### src/verilog/acp_pkg.sv
// constants for the sampling converter output pipeline
// assumes a single 200 MHz system clock and a synchronous active-low reset
//
// Functional notes
// RULE1 - start conversion on every rising conversion clock edge (the code ignores edges during a running conversion)
// RULE2 - running conversion ignores abort or restart attempts
// RULE3 - output word refreshed about 70ns after start
// RULE4 - two-stage pipeline adds two conversion clock periods
// RULE5 - host latches on third rising edge after sample
// RULE6 - only rising edges time anything; any duty cycle
// RULE7 - result is two's complement; invert sign for offset
// RULE8 - flag high at either full-scale code
// RULE9 - flag travels with its word through pipeline
package acp_pkg;
  localparam int ACP_DATA_W = 12;
  localparam int ACP_CONV_NS = 70;
  localparam int ACP_CLK_PERIOD_NS = 5;
  // longest time rounds down, never below one cycle
  localparam int ACP_CONV_CYC_RAW = ACP_CONV_NS / ACP_CLK_PERIOD_NS;
  localparam int ACP_CONV_CYC = (ACP_CONV_CYC_RAW < 1) ? 1 : ACP_CONV_CYC_RAW;
  localparam int ACP_CNT_W = 8;
  localparam int ACP_PIPE_STAGES = 2;
  localparam logic [ACP_DATA_W-1:0] ACP_CODE_NEG_FS = 12'h800;
  localparam logic [ACP_DATA_W-1:0] ACP_CODE_POS_FS = 12'h7ff;
  localparam logic [ACP_DATA_W-1:0] ACP_CODE_RESET = 12'h000;
  typedef enum logic [1:0] {
    ACP_IDLE = 2'b00,
    ACP_CONV = 2'b01,
    ACP_DONE = 2'b11
  } acp_state_t;
endpackage : acp_pkg

### src/verilog/acp_converter.sv
// conversion timing, result pipeline and two-entry output buffer
// assumes the conversion clock and sample are synchronous inputs on CLK_SYS_IN
`timescale 1ns/1ps
module acp_converter #(
  parameter int DATA_W = acp_pkg::ACP_DATA_W,
  parameter int CONV_CYC = acp_pkg::ACP_CONV_CYC
) (
  // clock and reset
  input wire logic CLK_SYS_IN,
  input wire logic RESETN_IN,
  // conversion clock and analog sample (already quantised)
  input wire logic CONV_CLK_IN,
  input wire logic [DATA_W-1:0] SAMPLE_IN,
  // parallel output toward host
  output logic [DATA_W-1:0] RESULT_OUT,
  output logic OUT_OF_RANGE_FLAG_OUT,
  output logic RESULT_VALID_OUT,
  input wire logic RESULT_READY_IN,
  // conversion busy
  output logic CONV_BUSY_OUT
);
  import acp_pkg::*;

  ////////////////////////////////////////////////////////////////////////////
  // elaboration checks
  // the cycle counter is eight bits wide and the full-scale codes are twelve bits
  initial begin
    if (DATA_W != ACP_DATA_W) begin
      $error("acp_converter: DATA_W must match the full-scale code width");
    end
    if (CONV_CYC < 1) begin
      $error("acp_converter: CONV_CYC must be at least one cycle");
    end
    if (CONV_CYC > 255) begin
      $error("acp_converter: CONV_CYC does not fit the cycle counter");
    end
  end

  // either full-scale code marks the input as out of range
  function automatic logic full_scale(input logic [DATA_W-1:0] code);
    full_scale = (code == ACP_CODE_NEG_FS) || (code == ACP_CODE_POS_FS);
  endfunction : full_scale

  ////////////////////////////////////////////////////////////////////////////
  // rising edge detect on the conversion clock; falling edges are ignored
  // the reset value matches the idle-low level so no false edge follows reset
  logic conv_clk_q;
  wire conv_rise = CONV_CLK_IN & ~conv_clk_q; // RULE6

  always_ff @(posedge CLK_SYS_IN) begin
    if (!RESETN_IN) begin
      conv_clk_q <= 1'b0;
    end else begin
      conv_clk_q <= CONV_CLK_IN;
    end
  end

  ////////////////////////////////////////////////////////////////////////////
  // conversion sequencer
  // the sample is held for the whole conversion, whatever the clock does
  acp_state_t state_q;
  acp_state_t state_d;
  logic [ACP_CNT_W-1:0] cnt_q;
  logic [ACP_CNT_W-1:0] cnt_d;
  logic [DATA_W-1:0] hold_q;
  logic [DATA_W-1:0] hold_d;

  wire in_conv = (state_q == ACP_CONV);
  wire conv_last = (cnt_q == ACP_CNT_W'(CONV_CYC - 1));
  wire conv_end = in_conv && conv_last;
  // an edge during a running conversion does not restart it
  wire start = conv_rise && !in_conv; // RULE1 RULE2

  always_comb begin
    state_d = state_q;
    cnt_d = cnt_q;
    hold_d = hold_q;
    case (state_q)
      ACP_IDLE, ACP_DONE: begin
        state_d = ACP_IDLE;
        if (start) begin
          state_d = ACP_CONV; // RULE1
          cnt_d = '0;
          hold_d = SAMPLE_IN;
        end
      end
      ACP_CONV: begin
        cnt_d = cnt_q + 1'b1; // RULE2
        if (conv_end) begin
          state_d = ACP_DONE; // RULE3
        end
      end
      default: begin
        state_d = ACP_IDLE;
      end
    endcase
  end

  always_ff @(posedge CLK_SYS_IN) begin
    if (!RESETN_IN) begin
      state_q <= ACP_IDLE;
      cnt_q <= '0;
      hold_q <= ACP_CODE_RESET;
    end else begin
      state_q <= state_d;
      cnt_q <= cnt_d;
      hold_q <= hold_d;
    end
  end

  ////////////////////////////////////////////////////////////////////////////
  // two-stage pipeline advanced by accepted starts only, flag alongside
  // a rise ignored during a conversion must not shift older words either
  logic [DATA_W-1:0] done_word_q;
  logic done_flag_q;
  logic done_vld_q;
  logic [DATA_W-1:0] pipe_word_q [ACP_PIPE_STAGES];
  logic pipe_flag_q [ACP_PIPE_STAGES];
  logic [ACP_PIPE_STAGES-1:0] pipe_vld_q;

  wire fresh = (state_q == ACP_DONE);
  wire advance = start; // RULE2 RULE4
  wire fresh_flag = full_scale(hold_q); // RULE8
  // a word ending in the very cycle of the next start skips the result stage
  wire [DATA_W-1:0] stage_in_word = fresh ? hold_q : done_word_q;
  wire stage_in_flag = fresh ? fresh_flag : done_flag_q;
  wire stage_in_vld = fresh | done_vld_q;
  wire [DATA_W-1:0] tail_word = pipe_word_q[ACP_PIPE_STAGES-1];
  wire tail_flag = pipe_flag_q[ACP_PIPE_STAGES-1];
  wire tail_vld = pipe_vld_q[ACP_PIPE_STAGES-1];

  // result stage: the word of the conversion that has just ended
  // a word left here is shifted on by the start that begins the next conversion, so it is never overwritten
  always_ff @(posedge CLK_SYS_IN) begin
    if (!RESETN_IN) begin
      done_word_q <= ACP_CODE_RESET;
      done_flag_q <= 1'b0;
      done_vld_q <= 1'b0;
    end else if (advance) begin
      done_vld_q <= 1'b0;
    end else if (fresh) begin
      done_word_q <= hold_q; // RULE3 RULE7
      done_flag_q <= fresh_flag; // RULE8
      done_vld_q <= 1'b1;
    end
  end

  // stage shift on an accepted start
  always_ff @(posedge CLK_SYS_IN) begin
    if (!RESETN_IN) begin
      pipe_vld_q <= '0;
      for (int i = 0; i < ACP_PIPE_STAGES; i++) begin
        pipe_word_q[i] <= ACP_CODE_RESET;
        pipe_flag_q[i] <= 1'b0;
      end
    end else if (advance) begin
      pipe_word_q[0] <= stage_in_word; // RULE4
      pipe_flag_q[0] <= stage_in_flag; // RULE9
      pipe_vld_q[0] <= stage_in_vld;
      for (int i = 1; i < ACP_PIPE_STAGES; i++) begin
        pipe_word_q[i] <= pipe_word_q[i-1]; // RULE4
        pipe_flag_q[i] <= pipe_flag_q[i-1]; // RULE9
        pipe_vld_q[i] <= pipe_vld_q[i-1];
      end
    end
  end

  ////////////////////////////////////////////////////////////////////////////
  // two-entry output buffer; a stall by the host of up to two words loses no word
  // limitation: if the host stalls more than two words, later words are dropped
  logic [DATA_W:0] buf_q [2];
  logic [1:0] cnt_buf_q;

  wire buf_empty = (cnt_buf_q == 2'd0);
  wire buf_full = (cnt_buf_q == 2'd2);
  // a full buffer refuses the push even when a pop frees a slot this cycle
  wire push = advance && tail_vld && !buf_full;
  wire pop = !buf_empty && RESULT_READY_IN;
  wire [DATA_W:0] push_val = {tail_flag, tail_word};
  // the new word goes to the head slot when the head is free after this edge
  wire push_to_head = pop ? (cnt_buf_q == 2'd1) : buf_empty;
  wire [1:0] cnt_buf_d = cnt_buf_q + {1'b0, push} - {1'b0, pop};

  always_ff @(posedge CLK_SYS_IN) begin
    if (!RESETN_IN) begin
      cnt_buf_q <= 2'd0;
      buf_q[0] <= '0;
      buf_q[1] <= '0;
    end else begin
      if (pop) begin
        buf_q[0] <= buf_q[1];
      end
      if (push && push_to_head) begin
        buf_q[0] <= push_val;
      end else if (push) begin
        buf_q[1] <= push_val;
      end
      cnt_buf_q <= cnt_buf_d;
    end
  end

  ////////////////////////////////////////////////////////////////////////////
  // registered outputs, one cycle behind the buffer head
  // valid therefore lags a pop by one cycle; the host paces its ready
  wire [DATA_W-1:0] head_word = buf_q[0][DATA_W-1:0];
  wire head_flag = buf_q[0][DATA_W];
  // busy comes from the next state so it rises one cycle after the start
  wire busy_next = (state_d == ACP_CONV);

  always_ff @(posedge CLK_SYS_IN) begin
    if (!RESETN_IN) begin
      RESULT_OUT <= ACP_CODE_RESET;
      OUT_OF_RANGE_FLAG_OUT <= 1'b0;
      RESULT_VALID_OUT <= 1'b0;
      CONV_BUSY_OUT <= 1'b0;
    end else begin
      RESULT_OUT <= head_word;
      OUT_OF_RANGE_FLAG_OUT <= head_flag; // RULE9
      RESULT_VALID_OUT <= !buf_empty;
      CONV_BUSY_OUT <= busy_next;
    end
  end
endmodule : acp_converter

### config.mk
export PLATFORM = sky130hd
export DESIGN_NAME = acp_converter
export DESIGN_NICKNAME = d
export VERILOG_FILES = /design/src/verilog/acp_pkg.sv /design/src/verilog/acp_converter.sv
export SDC_FILE = /design/constraint.sdc
export NUM_CORES = 1
export LEC_CHECK = 0
export BUFFER_PORTS_ARGS = -buffer_cell sky130_fd_sc_hd__clkbuf_2
export CAP_MARGIN = 0
export CORE_ASPECT_RATIO = 0.5
export CORE_MARGIN = 5
export CORE_UTILIZATION = 42
export DETAILED_ROUTE_END_ITERATION = 8
export GPL_TIMING_DRIVEN = 1
export HOLD_SLACK_MARGIN = 0.08
export PLACE_DENSITY_LB_ADDON = 0.25
export SLEW_MARGIN = 10
export SYNTH_ARGS = -nofsm -noshare
export SYNTH_HDL_FRONTEND = slang
export SYNTH_SLANG_ARGS = --single-unit
export TNS_END_PERCENT = 50
### constraint.sdc
create_clock -name CLK_SYS_IN -period 2.7 [get_ports CLK_SYS_IN]
set_input_delay 0.27 -clock CLK_SYS_IN [delete_from_list [all_inputs] [get_ports CLK_SYS_IN]]
set_output_delay 0.27 -clock CLK_SYS_IN [all_outputs]
set_load 0.02 [all_outputs]
==> results.md <==
- Hold Path End: hold_q[5]
- Final worst-path cycle share: 85.15%
- Final Util: 48.73%
- CTS tree: yes
- Setup Crit Path Kind: reg -> reg
- Area added between synthesis and finish: 12.96%
- Slew HR: 57.14%
- First-pass GRT wire length: 12050 µm
- Routed len/inst: ~12 µm
- Yosys cell types: 42
- Hold Path Depth: 3
- Sequential share of the synthesized area: 60.68%
- DP Wirelength: 4676 µm
- FMAX: 435.0 MHz
- Syn Std Cell Area: 4420 µm²
- DRT Pass-1 Iters: 4
- Num rows: 26
- Critical Path Source Type: register
- Avg Inst Size Synth: 11.33 µm²
- Vias: ~2600
- Vias per cell: 4.630
- Crit path largest cell delay: 0.49 ns
- Clock buffer depth: 2
- IO Port Bufs: 30
- Hold_buf cts: 0
- Setup crit end kind: register
- Post-Route Setup TNS: 0 ns
- Leakage: 0.001913 µW
- Synth area leaders: edfxtp_1 (35%), dfxtp_1 (25%), and2_1 (6.1%), mux2i_1 (5.7%), nand2_1 (5.1%)
- RePlAce Congestion: 0.7402
- RSZ-0062 raised after global routing: false
- IO Count: 31
- FF-to-FF setup slack: 0.40 ns
- Area of the multi-input gates: 1632 µm²
- CTS resizes: 0
- Worst skew pair latency: 0.33 ns
- Worst R2R End: buf_q[0][8]
- Worst IR Drop VDD: 330.9 µV
- Warnings from Yosys: 0
- Vias in the first global route: 2492
- Post-DRT Antenna Nets: 0
- Largest net degree at the start of global routing: 62
- Top-area cell type share of the netlist area: 35.32%
- GRT Total Usage: between 10% and 20%
- Post-route DRC: 0
- Worst-path clk slew: 0.07 ns
- Hold_sp: SAMPLE_IN[5]
- Max Cap Violations: 0
- Fillers: 925
- Outcome: finished, final reports clean
- Family with the most delay on the worst path: simple AND/OR/NAND/NOR gates
- Die H: roughly 83 µm
- Die X: around 160 µm
- Starting Density: 43.14%
- Critical path peak fanout: 15
- Worst EP required: 2.73 ns
- Worst path slowest cell: and4bb_2
- Initial DRC count: 145
- Pwr Total: 3547 µW
- Clock root cell: clkbuf_16
- Most frequent cells in the layout: nand2_1 (60), dfxtp_1 (56), edfxtp_1 (52)
- Hold/Removal Path Class: in -> reg
- Worst slew pin tran: 0.6429 ns
- Register Area: 2683 µm²
- FF-to-FF path depth: 6
- CTS HTree Levels: 3
- Initial antenna violation count: 0
- Setup-failing EPs final: 0
- Fin crit period: 2.299 ns
- TritonCTS Buffers: 9
- FF+latch count, synth: roughly 110
- R2R Path Start: state_q[1]
- Nets@finish: ~440
- Die ar.: around 13000 µm²
- Top cell type by total area after synthesis: edfxtp_1
- Core area: 10250 µm²
- Final antenna diode count: 0
- Most common cell after layout, fill and taps aside: nand2_1
- Post-CTS Setup Repair Bufs: 0
- Detailed Route WL: between 6000 and 7000 µm
- Clock skew: 0.004991 ns
- Worst Path Arrival: 2.33 ns
- Critical-path cell list: inv_1, ha_1, and4bb_2, nand4b_4, nand3b_1, buf_4
- Clock sink count: 108
- Hold Fails Final Rpt: 0
- Share of layout cells above drive strength 1: between 10% and 20%
- GR Overflow Total: 0
- Net Count, Synth: around 410
- Buf/Inv on CP: 2
- Synth Instances: 390
- Pwr Density: between 700 and 800 nW/µm²
- Final Max Slew Viols: 0
## report_power, final
group	internal (µW)	switching, µW
Combinational	155	215
Clock	704	528
Sequential	1880	67.8
## flip-flops by register name (all words and copies together) (netlist names), 2 cells and up
signal       cells
buf_q           26
pipe_word_q     24
RESULT_OUT      12
done_word_q     12
hold_q          12
cnt_q            8
cnt_buf_q        2
pipe_flag_q      2
pipe_vld_q       2
state_q          2
## kinds of logic after synthesis
family | count (synthesis) | synth area share [%]
adders and majority gates | 8 | 2.264
and+or+nand+nor | 174 | 20.46
buffers and inverters | 23 | 2.406
xor gates and xnor gates | 2 | 0.3963
muxes | 25 | 5.661
AOI/OAI and AO/OA | 50 | 8.124
DFF | 108 | 60.69
## stage by stage
| step | hold WS (ns) | std cells | setup WS [ns] | cell area [µm²] |
|---|---|---|---|---|
| 2_1_floorplan | 0.3917 | 390 | 0.1128 | 4420 |
| 3_3_place_gp | 0.4336 | 549 | 0.4710 | 4711 |
| 3_5_place_dp | 0.4330 | 549 | 0.3708 | 4711 |
| 4_1_cts | 0.1545 | 565 | 0.3731 | 4994 |
| 5_1_grt | 0.1591 | 565 | 0.2014 | 4994 |
| 6_report | 0.1614 | 565 | 0.4011 | 4994 |
## Yosys cell counts (all sizes together)
library cell and instances:
o21ai 8, o221ai 1, nand4 4, or3b 1
or4 2, o211a 1, mux2i 25, a31oi 2
nand2b 4, and3 1, a21oi 4, nor4 3
nor2b 4, a21boi 27, nand2 60, o21a 4
buf 9, dfxtp 56, nand3b 1, nor4b 1
nand3 1, edfxtp 52, inv 5, o311ai 1
xnor2 2, nor3 2, nor3b 4, a311oi 1
nor2 37, and4bb 2, and2 44, clkbuf 9
nand4b 3, o221a 1, ha 8
## cell type report
type                       count  area share (%)
inverter                       5          0.3758
clock buffer                   9           4.510
clock inverter                 7           1.153
multi-input combinational    259           32.67
timing repair buffer          37           4.059
sequential                   108           53.72
tap                          140           3.508
## routing by layer
metal	up-vias	global-route usage [%]	part of all wire (%)
li1	1407	-	-
met1	1163	16.48	54
met2	44	17.10	39
met3	2	3.800	5.6
met4	0	4.493	0.73
met5	-	0	0
## worst register-to-register path: cells and delay by family, from the launching register on
kind / cells / cell delay [ns]
AND/OR/NAND/NOR: 3 / 1.04
flip-flops: 1 / 0.38
adder cells (fa/ha/maj): 1 / 0.28
buffers and inverters: 2 / 0.30
## worst max path at each step
stage	cells after the start	to	startpoint	slack, ns
finish	6	buf_q[0][8]	state_q[1]	0.40
CTS	6	buf_q[0][8]	state_q[1]	0.37
global placement	6	buf_q[0][5]	state_q[1]	0.47
detailed placement	6	buf_q[0][5]	state_q[1]	0.37
global route	6	buf_q[0][8]	state_q[1]	0.20
floorplan	6	buf_q[1][0]	state_q[1]	0.11
(Power assumes the default switching activity.)
